File: src/inc/flash_seq_consts.svh
// offsets, field positions, reset values and timing counts of the flash sequencer
// assumes inclusion by bare name from the design file
`ifndef FLASH_SEQ_CONSTS_SVH
`define FLASH_SEQ_CONSTS_SVH
`define OFS_KEY 8'hF1
`define OFS_ADDR_LO 8'hF2
`define OFS_ADDR_HI 8'hF3
`define OFS_REGION 8'hF4
`define OFS_DATA 8'hF5
`define OFS_CTRL 8'hF6
`define OFS_STATUS 8'hF7
`define REGION_MAIN 8'h00
`define REGION_UID 8'h01
`define REGION_EEPROM 8'h02
`define REGION_BOOT 8'h03
`define CTRL_BOOT_BIT 7
`define CTRL_ERASE_BIT 5
`define CTRL_PROG_BIT 4
`define CMD_EXECUTE 2'h2
`define RESET_BYTE 8'h00
`define ERASE_TIME_NS 5000
`define PROG_TIME_NS 300
`define CLK_PERIOD_NS 10
`define ERASE_CYCLES ((`ERASE_TIME_NS + `CLK_PERIOD_NS - 1) / `CLK_PERIOD_NS)
`define PROG_CYCLES ((`PROG_TIME_NS + `CLK_PERIOD_NS - 1) / `CLK_PERIOD_NS)
`endif

File: src/inc/flash_seq_pkg.sv
// types shared by the flash sequencer
// assumes flash_seq_consts.svh holds the numbers
package flash_seq_pkg;
  typedef enum logic [1:0] {st_idle, st_erase, st_prog} seq_state_t;
  typedef struct packed {
    logic [7:0] addr;
    logic [7:0] wdata;
    logic wr;
    logic rd;
  } reg_req_t;
  typedef struct packed {
    logic erase;
    logic prog;
    logic [7:0] region;
    logic [15:0] addr;
    logic [7:0] data;
  } flash_cmd_t;
endpackage

File: src/design/flash_seq.sv
// in-application erase and program sequencer for on-chip flash
// assumes a cpu register port on clk, a flash macro answering a one-cycle start
//
// The register offsets and the strobed register port were chosen for this implementation.
`include "flash_seq_consts.svh"

module flash_seq #(
  parameter int ERASE_CNT = `ERASE_CYCLES,
  parameter int PROG_CNT = `PROG_CYCLES
) (
  input wire logic clk, // system clock
  input wire logic rst, // synchronous reset, active high
  input wire flash_seq_pkg::reg_req_t req, // register access from cpu
  input wire logic main_write_block, // option: main area writes blocked
  input wire logic exec_from_boot, // cpu currently runs boot-area code
  input wire logic flash_done, // flash macro finished operation
  output logic [7:0] rdata, // read data, cycle after read strobe
  output logic cpu_hold, // holds cpu program counter
  output logic flash_start, // one-cycle start to flash macro
  output flash_seq_pkg::flash_cmd_t flash_cmd, // operation for flash macro
  output logic boot_read_ok, // code reads may target boot area
  output logic boot_after_reset // boot from boot area after soft reset
);
  localparam int CW = 16;
  logic [7:0] key_reg, key_next, region_reg, region_next, data_reg, data_next;
  logic [15:0] addr_reg, addr_next;
  logic [7:0] ctrl_reg, ctrl_next, rdata_reg, rdata_next;
  logic unlock_reg, unlock_next, refused_reg, refused_next;
  logic [7:0] win_reg, win_next;
  logic [CW-1:0] busy_reg, busy_next;
  flash_seq_pkg::seq_state_t st_reg, st_next;
  logic start_reg, start_next, boot_ok_reg, boot_ok_next;
  logic hold_reg, hold_next;
  flash_seq_pkg::flash_cmd_t cmd_reg, cmd_next;
  logic ctrl_wr, exec_req, one_op, region_ok;

  //////////////////////////////////////////////////////////////////////////
  // command decode
  assign ctrl_wr = req.wr && (req.addr == `OFS_CTRL);
  assign exec_req = ctrl_wr && (req.wdata[1:0] == `CMD_EXECUTE);
  assign one_op = req.wdata[`CTRL_ERASE_BIT] ^ req.wdata[`CTRL_PROG_BIT];
  // only main (unless blocked) and eeprom accept writes
  always_comb begin
    region_ok = 1'b0;
    if (region_reg == `REGION_MAIN) begin
      region_ok = !main_write_block;
    end else if (region_reg == `REGION_EEPROM) begin
      region_ok = 1'b1;
    end
    // identifier, boot and reserved codes stay refused
  end

  //////////////////////////////////////////////////////////////////////////
  // register file and read-back
  always_comb begin
    key_next = key_reg;
    region_next = region_reg;
    data_next = data_reg;
    addr_next = addr_reg;
    ctrl_next = ctrl_reg;
    rdata_next = `RESET_BYTE; // only valid the cycle after a read
    if (req.wr) begin
      unique case (req.addr)
        `OFS_KEY: key_next = req.wdata;
        `OFS_ADDR_LO: addr_next[7:0] = req.wdata;
        `OFS_ADDR_HI: addr_next[15:8] = req.wdata;
        `OFS_REGION: region_next = req.wdata;
        `OFS_DATA: data_next = req.wdata;
        `OFS_CTRL: ctrl_next = {req.wdata[7], 1'b0, req.wdata[5:4], 2'b00, req.wdata[1:0]};
        default: ;
      endcase
    end
    if (req.rd) begin
      unique case (req.addr)
        `OFS_KEY: rdata_next = key_reg;
        `OFS_ADDR_LO: rdata_next = addr_reg[7:0];
        `OFS_ADDR_HI: rdata_next = addr_reg[15:8];
        `OFS_REGION: rdata_next = region_reg;
        `OFS_DATA: rdata_next = data_reg;
        `OFS_CTRL: rdata_next = ctrl_reg;
        `OFS_STATUS: rdata_next = {5'h00, refused_reg, st_reg != flash_seq_pkg::st_idle,
                                   unlock_reg};
        default: rdata_next = `RESET_BYTE;
      endcase
    end
  end

  //////////////////////////////////////////////////////////////////////////
  // unlock window: key value n counts down, execute within it or relock
  always_comb begin
    unlock_next = unlock_reg;
    win_next = win_reg;
    refused_next = refused_reg;
    if (req.wr && req.addr == `OFS_KEY) begin
      unlock_next = (req.wdata != 8'h00);
      win_next = req.wdata;
    end else if (exec_req) begin
      unlock_next = 1'b0; // key used once
      win_next = 8'h00;
    end else if (unlock_reg) begin
      if (win_reg <= 8'h01) begin
        unlock_next = 1'b0;
      end
      win_next = win_reg - 8'h01;
    end
    if (exec_req) begin
      // an execute that lands while busy starts nothing, so it counts as refused
      refused_next = !(unlock_reg && region_ok && one_op &&
                       st_reg == flash_seq_pkg::st_idle);
    end
  end

  //////////////////////////////////////////////////////////////////////////
  // sequencer: start flash, hold cpu until done
  always_comb begin
    st_next = st_reg;
    busy_next = busy_reg;
    start_next = 1'b0;
    cmd_next = cmd_reg;
    unique case (st_reg)
      flash_seq_pkg::st_idle: begin
        if (exec_req && unlock_reg && region_ok && one_op) begin
          start_next = 1'b1;
          cmd_next = '{erase: req.wdata[`CTRL_ERASE_BIT], prog: req.wdata[`CTRL_PROG_BIT],
                       region: region_reg, addr: addr_reg, data: data_reg};
          st_next = req.wdata[`CTRL_ERASE_BIT] ? flash_seq_pkg::st_erase
                                                : flash_seq_pkg::st_prog;
          busy_next = req.wdata[`CTRL_ERASE_BIT] ? CW'(ERASE_CNT) : CW'(PROG_CNT);
        end
      end
      flash_seq_pkg::st_erase, flash_seq_pkg::st_prog: begin
        // finish on macro done or after the minimum time, whichever later
        if (busy_reg != '0) begin
          busy_next = busy_reg - CW'(1);
        end else if (flash_done) begin
          st_next = flash_seq_pkg::st_idle;
        end
      end
    endcase
    // hold registered from the next state so it rises with the start pulse
    hold_next = (st_next != flash_seq_pkg::st_idle);
  end
  // boot area reads only for code running from the boot area
  assign boot_ok_next = (region_reg == `REGION_BOOT) && exec_from_boot;

  //////////////////////////////////////////////////////////////////////////
  // state registers
  always_ff @(posedge clk) begin
    if (rst) begin
      key_reg <= `RESET_BYTE;
      region_reg <= `RESET_BYTE;
      data_reg <= `RESET_BYTE;
      addr_reg <= 16'h0000;
      ctrl_reg <= `RESET_BYTE;
      rdata_reg <= `RESET_BYTE;
      unlock_reg <= 1'b0;
      win_reg <= 8'h00;
      refused_reg <= 1'b0;
      st_reg <= flash_seq_pkg::st_idle;
      busy_reg <= '0;
      start_reg <= 1'b0;
      cmd_reg <= '0;
      boot_ok_reg <= 1'b0;
      hold_reg <= 1'b0;
    end else begin
      key_reg <= key_next;
      region_reg <= region_next;
      data_reg <= data_next;
      addr_reg <= addr_next;
      ctrl_reg <= ctrl_next;
      rdata_reg <= rdata_next;
      unlock_reg <= unlock_next;
      win_reg <= win_next;
      refused_reg <= refused_next;
      st_reg <= st_next;
      busy_reg <= busy_next;
      start_reg <= start_next;
      cmd_reg <= cmd_next;
      boot_ok_reg <= boot_ok_next;
      hold_reg <= hold_next;
    end
  end

  assign rdata = rdata_reg;
  assign cpu_hold = hold_reg;
  assign flash_start = start_reg;
  assign flash_cmd = cmd_reg;
  assign boot_read_ok = boot_ok_reg;
  assign boot_after_reset = ctrl_reg[`CTRL_BOOT_BIT];
endmodule

File: config.mk
export PLATFORM = sky130hd
export DESIGN_NAME = flash_seq
export DESIGN_NICKNAME = d
export VERILOG_FILES = /design/src/inc/flash_seq_pkg.sv /design/src/design/flash_seq.sv
export VERILOG_INCLUDE_DIRS = /design/src /design/src/inc
export SDC_FILE = /design/constraint.sdc
export NUM_CORES = 1
export LEC_CHECK = 0
export ABC_AREA = 1
export BUFFER_PORTS_ARGS = -buffer_cell sky130_fd_sc_hd__buf_2
export CAP_MARGIN = 20
export CORE_AREA = 4 4 105 107
export DETAILED_ROUTE_END_ITERATION = 10
export DIE_AREA = 0 0 109 111
export GPL_ROUTABILITY_DRIVEN = 1
export GPL_TIMING_DRIVEN = 0
export MAX_ROUTING_LAYER = met4
export PLACE_DENSITY = 0.75
export SKIP_CTS_REPAIR_TIMING = 1
export SLEW_MARGIN = 20
export SYNTH_ARGS = -nofsm -noshare
export SYNTH_HDL_FRONTEND = slang
export SYNTH_SLANG_ARGS = --single-unit
File: constraint.sdc
create_clock -name clk -period 4 [get_ports clk]
set_input_delay 0.6 -clock clk [delete_from_list [all_inputs] [get_ports clk]]
set_output_delay 0.6 -clock clk [all_outputs]
set_load 0.02 [all_outputs]
==> impl_metrics.py, run 1 <==
metrics = {
    "grt": {
        "grt.overflow.total": 0,
        "grt_max_degree": 17,
        "grt_pass1_wl_mm": 24.6,
        "grt_pass1_vias": 4966,
        "track_usage_pct": 26.7,
        "antenna_found_initial": 0,
    },
    "placement": {
        "dp_cells": 937,
        "portBuffers": 66,
        "dpl_cell_area_sq_um": 5920,
        "pre_cts_ws_ns": 1.20,
        "hpwl_mm": 11.2,
        "gp_congestion": 0.944,
    },
    "layout": {
        "finalNetCount": 849,
        "final_core_util_pct": 64.7,
        "drive_gt1_share_pct": 19.8,
        "antenna_cells": 0,
        "layout.cells.non_filler": 969,
        "fin_area_sq_um": 6560,
        "area_growth_pct": 20.9,
        "largest_reg_flops": 34,
    },
    "min_path": {
        "hp-class": "primary input to register",
        "hp-start": "exec_from_boot",
        "min_to": "boot_read_ok",
        "worstHoldPathCells": 3,
    },
    "clock_network": {
        "cts.clk_slew.worst_paths_ns": 0.06,
        "h-tree-depth": 4,
        "cts-buffers-inserted": 17,
        "cts_tree": "built",
        "ctsRootBufferMaster": "clkbuf_8",
        "cts.sinks": 118,
        "clkLatencyLatePin_ns": 0.52,
        "cts.path.max_buffers": 2,
    },
    "detailed_routing": {
        "drt-initial-drc-count": 431,
        "wl_per_cell_microns": 15.6,
        "dr.pass1.iters": 5,
        "drc": 0,
        "vias": 5255,
        "viasPerCell": 5.42,
        "drt-total-wl_mm": 15.1,
        "ant_nets": 0,
    },
    "logic_synthesis": {
        "synth-edff-count": 0,
        "ys_seq_elements": 118,
        "async_reset_ff_share_pct": 0,
        "postSynthCellCount": 735,
        "syn_nets": 764,
        "synth.avg_cell_area_sq_um": 7.38,
        "yosysWarnings": 0,
        "ys.flop_type": "dfxtp_1",
        "synth_area_sq_um": 5420,
        "ys_seq_area_share_pct": 43.6,
        "ys_types": 38,
    },
    "worst_setup_path": {
        "cp_slowest_stage_delay_ns": 0.47,
        "r2r_start": "st_reg[0]",
        "critical_path.startpoint": "req[7]",
        "arrival_ns": 2.66,
        "critPathLaunchType": "primary input",
        "critPathRequiredTime_ns": 4.40,
        "path_class": "primary input to register",
        "cp-end-kind": "register",
        "r2r_slack_ns": 2.09,
        "reg2reg_to": "cpu_hold",
        "cp_max_fo": 10,
        "crit_slowest_cell": "clkbuf_1",
        "crit_buf_inv": 2,
        "worstPathCellList": "clkbuf_1 -> inv_1 -> ha_1 -> nand3_1 -> nor2_1 -> nand2_2 -> nor2_4 -> nand2_4 -> nand2_1 -> a21oi_1",
        "reg2regPathDepth": 9,
        "cp_top_family": "simple AND/OR/NAND/NOR gates",
    },
    "power": {
        "clkPwrFrac_pct": 52.2,
        "p_per_area_nw_per_um2": 475,
        "switching_share_pct": 25.2,
        "p_seq_share_pct": 38.5,
        "power_leakage_nw": 2.81,
        "internal_power_mw": 2.33,
        "p_total_mw": 3.11,
        "p_comb_share_pct": 9.4,
        "p_sw_mw": 0.786,
        "ir_drop_v": 0.000295,
    },
    "floorplanning": {
        "die_x_microns": 109,
        "fp-row-count": 37,
        "die-height_microns": 111,
        "die_area_sq_um": 12100,
        "start_util_pct": 53.5,
        "core-area_sq_um": 10100,
        "ios": 69,
    },
    "run_status": {
        "status": "completed",
    },
    "timing": {
        "period_needed_ns": 2.26,
        "setup_viol": 0,
        "tns_ns": 0,
        "fmax_ghz": 0.442,
        "fin_crit_sh_pct": 56.5,
        "finalHoldViolCount": 0,
        "slew-limit-headroom_pct": 57.6,
        "fin_skew_ns": 0.00646,
        "tightestPinTransition_ns": 0.636,
        "holdWs_ns": 0.381,
        "grt_setup_unrepaired": "false",
        "finalWorstSetupSlack_ns": 1.74,
        "slew_violations": 0,
    },
    "job": {
        "drv_cap": 0,
    },
}
[placed cells by master, fill, tap and decap left out, drive strengths merged, types with 3 or more instances in the layout]
| cell | netlist | routed |
|---|---|---|
| a21oi | 78 | 78 |
| buf | 14 | 80 |
| bufinv | 0 | 4 |
| clkbuf | 14 | 33 |
| clkinv | 2 | 6 |
| dfxtp | 118 | 118 |
| ha | 6 | 6 |
| inv | 91 | 94 |
| nand2 | 141 | 141 |
| nand3 | 79 | 79 |
| nand4 | 8 | 8 |
| nor2 | 81 | 81 |
| nor3 | 6 | 6 |
| o21ai | 71 | 71 |
| o21bai | 3 | 3 |
| o22ai | 12 | 12 |
| or2 | 3 | 3 |
[worst max path at each step]
stage / to / slack (ns) / cells after the start
2_1_floorplan: busy_reg[6] / 1.81 / 11
3_3_place_gp: refused_reg / 1.19 / 10
3_5_place_dp: refused_reg / 1.20 / 10
4_1_cts: refused_reg / 1.75 / 10
5_1_grt: refused_reg / 1.60 / 10
6_report: refused_reg / 1.74 / 10
[layout make-up]
| class | instances | area [sq um] |
|---|---|---|
| flip-flops and latches | 118 | 2360 |
| clock inverters | 13 | 193 |
| fillers | 881 | 3580 |
| inverters | 93 | 349 |
| multi-input cells | 496 | 2550 |
| repair buffers | 66 | 330 |
| clock buffers | 19 | 442 |
| plain buffers | 28 | 165 |
| well taps | 136 | 170 |
[routing by layer]
| layer | routed length (microns) | global-route usage [%] | vias to the layer above |
|---|---|---|---|
| li1 | - | - | 2593 |
| met1 | 6270 | 33.3 | 2417 |
| met2 | 7430 | 43.3 | 203 |
| met3 | 1010 | 4.95 | 42 |
| met4 | 405 | 8.92 | 0 |
| met5 | 0 | - | - |
[cell families (layout without fill, tap and decap cells)]
family | after synthesis | in the layout | share of synthesized area [%]
AO/OA/AOI/OAI | 168 | 168 | 17.8
XOR/XNOR | 2 | 2 | 0.323
adder cells (fa/ha/maj) | 6 | 6 | 1.38
buffers and inverters | 121 | 219 | 9.48
flip-flops | 118 | 118 | 43.6
AND/OR/NAND/NOR | 320 | 320 | 27.5
[power groups by stage]
stage	combinational, mW	clock [mW]	sequential, mW
after floorplan	0.207	0	1.22
after global placement	0.280	0	1.22
after detailed placement	0.286	0	1.22
after CTS	0.289	1.63	1.20
after global routing	0.332	1.69	1.20
final	0.291	1.62	1.20
[synth_stat cells (3+ instances only)]
cell type | count | area share [%]
ha_1 | 6 | 1.4
nor2_4 | 4 | 0.83
o22ai_1 | 12 | 1.4
nor3_1 | 6 | 0.55
o21ai_2 | 19 | 3.1
o21ai_1 | 3 | 0.28
a21oi_1 | 77 | 7.1
buf_6 | 6 | 1.2
buf_2 | 6 | 0.55
clkbuf_1 | 14 | 0.97
nor2_2 | 7 | 0.81
nand3_1 | 77 | 7.1
nand2_1 | 132 | 9.1
dfxtp_1 | 118 | 44
or2_2 | 3 | 0.35
nand2_2 | 7 | 0.81
inv_2 | 3 | 0.21
nor2_1 | 69 | 4.8
o21ai_0 | 49 | 4.5
inv_1 | 88 | 6.1
nand4_1 | 5 | 0.58
[worst register-to-register path, stage by stage, from the launching register on]
cell and delay (ns):
dfxtp_1 0.36, inv_1 0.05, ha_1 0.27, buf_2 0.20, inv_1 0.21, clkbuf_1 0.40, nand2_1 0.11, nand2_1 0.08
nand3_1 0.08, nand2_1 0.10
No activity file was read; power rests on OpenSTA's default activity.
==> run 2, diff against run 1 <==
clock period = 2.1 ns   (was 4 ns; I/O delays follow)
==> impl_metrics.py, run 2 (synthesis results as in run 1) <==
metrics = {
    "run_status": {
        "status": "completed",
    },
    "clock_network": {
        "clkLatencyLatePin_ns": 0.52,
        "ctsRootBufferMaster": "clkbuf_8",
        "cts.clk_slew.worst_paths_ns": 0.06,
        "cts_tree": "built",
        "cts.sinks": 118,
        "h-tree-depth": 4,
        "cts.path.max_buffers": 2,
        "cts-buffers-inserted": 17,
    },
    "worst_setup_path": {
        "critPathRequiredTime_ns": 2.57,
        "cp-end-kind": "register",
        "cp_max_fo": 10,
        "critPathLaunchType": "register",
        "cp_common_cell": "nand2_1",
        "crit_buf_inv": 4,
        "cp_top_family": "buffers and inverters",
        "worstPathCellList": "inv_1 -> ha_1 -> buf_2 -> inv_1 -> clkbuf_1 -> nand2_1 -> nand2_1 -> nand3_1 -> nand2_1",
        "crit_slowest_cell": "clkbuf_1",
        "arrival_ns": 2.38,
        "cp_slowest_stage_delay_ns": 0.40,
        "path_class": "register to register",
    },
    "detailed_routing": {
        "ant_nets": 0,
        "dr.pass1.iters": 5,
        "drt-total-wl_mm": 15.1,
        "wl_per_cell_microns": 15.6,
        "vias": 5254,
        "drt-initial-drc-count": 404,
        "viasPerCell": 5.42,
        "drc": 0,
    },
    "floorplanning": {
        "die_area_sq_um": 12100,
        "fp-row-count": 37,
        "core-area_sq_um": 10100,
        "die-height_microns": 111,
        "ios": 69,
        "die_x_microns": 109,
        "start_util_pct": 53.5,
    },
    "layout": {
        "layout.cells.most_common": "nand2_1",
        "fin_area_sq_um": 6560,
        "drive_gt1_share_pct": 20.0,
        "antenna_cells": 0,
        "finalNetCount": 849,
        "largest_reg_flops": 34,
        "area_growth_pct": 21.0,
        "final_core_util_pct": 64.7,
        "layout_common_cells": "nand2_1 (132), dfxtp_1 (118), inv_1 (88), nand3_1 (77), a21oi_1 (77)",
        "n_fill_cell": 881,
    },
    "grt": {
        "track_usage_pct": 26.7,
        "grt_max_degree": 17,
        "grt_pass1_vias": 4966,
        "grt_pass1_wl_mm": 24.6,
        "antenna_found_initial": 0,
        "grt.overflow.total": 0,
    },
    "timing": {
        "slew_violations": 0,
        "setup_viol": 0,
        "fin_crit_sh_pct": 91.0,
        "slew-limit-headroom_pct": 58.2,
        "tightestPinTransition_ns": 0.627,
        "finalHoldViolCount": 0,
        "fin_skew_ns": 0.00621,
        "period_needed_ns": 1.91,
        "grt_setup_unrepaired": "false",
        "fmax_ghz": 0.523,
    },
    "placement": {
        "portBuffers": 66,
        "hpwl_mm": 11.2,
        "dpl_cell_area_sq_um": 5920,
        "gp_congestion": 0.944,
    },
    "job": {
        "drv_cap": 0,
    },
    "min_path": {
        "hp-class": "primary input to register",
    },
    "power": {
        "ir_drop_v": 0.000564,
        "power_leakage_nw": 2.81,
        "p_per_area_nw_per_um2": 904,
    },
}
[run 2: per-layer routing]
metal / share of wire, % / vias to the layer above / global-route usage (%)
li1: - / 2590 / -
met1: 41 / 2428 / 33.3
met2: 50 / 201 / 43.3
met3: 6.7 / 35 / 4.95
met4: 2.5 / 0 / 8.92
met5: 0 / - / -
[run 2: tightest hold or removal path, stage by stage]
cell,delay [ns]
buf_2,0.11
nand4_1,0.08
nor4_1,0.06
[run 2: power by group]
group          leakage [nW]  internal, mW  switching, mW  total [mW]
clock network         0.305          2.00           1.09        3.09
logic                  1.56         0.170          0.387       0.557
registers             0.951          2.26         0.0202        2.28
[run 2: final cells by class]
type,instances,area [sq um],share of cell area [%]
Sequential cell,118,2360,36.0
Clock inverter,13,193,2.94
Tap cell,136,170,2.59
Multi-Input combinational cell,496,2550,38.9
Timing Repair Buffer,66,330,5.03
Buffer,28,166,2.54
Inverter,93,349,5.32
Clock buffer,19,442,6.73
[run 2: final timing paths]
check             depth (start not counted)      startpoint             to  slack [ns]
setup / recovery                          9       st_reg[0]       cpu_hold        0.19
hold / removal                            3  exec_from_boot   boot_read_ok         0.1
setup reg to reg                          9       st_reg[0]       cpu_hold        0.19
hold reg to reg                           2   flash_cmd[26]  flash_cmd[26]        0.43
[run 2: stage by stage]
stage | setup TNS [ns] | setup WS, ns | std cells | power (mW) | hold WS, ns
CTS | 0 | 0.136 | 969 | 5.94 | 0.0817
detailed placement | -17.93 | -0.414 | 937 | 2.87 | 0.416
finish | 0 | 0.188 | 969 | 5.93 | 0.0951
global route | 0 | 0.00963 | 969 | 6.13 | 0.0963
floorplan | 0 | 0.193 | 735 | 2.72 | 0.432
global placement | -19.39 | -0.422 | 937 | 2.86 | 0.411
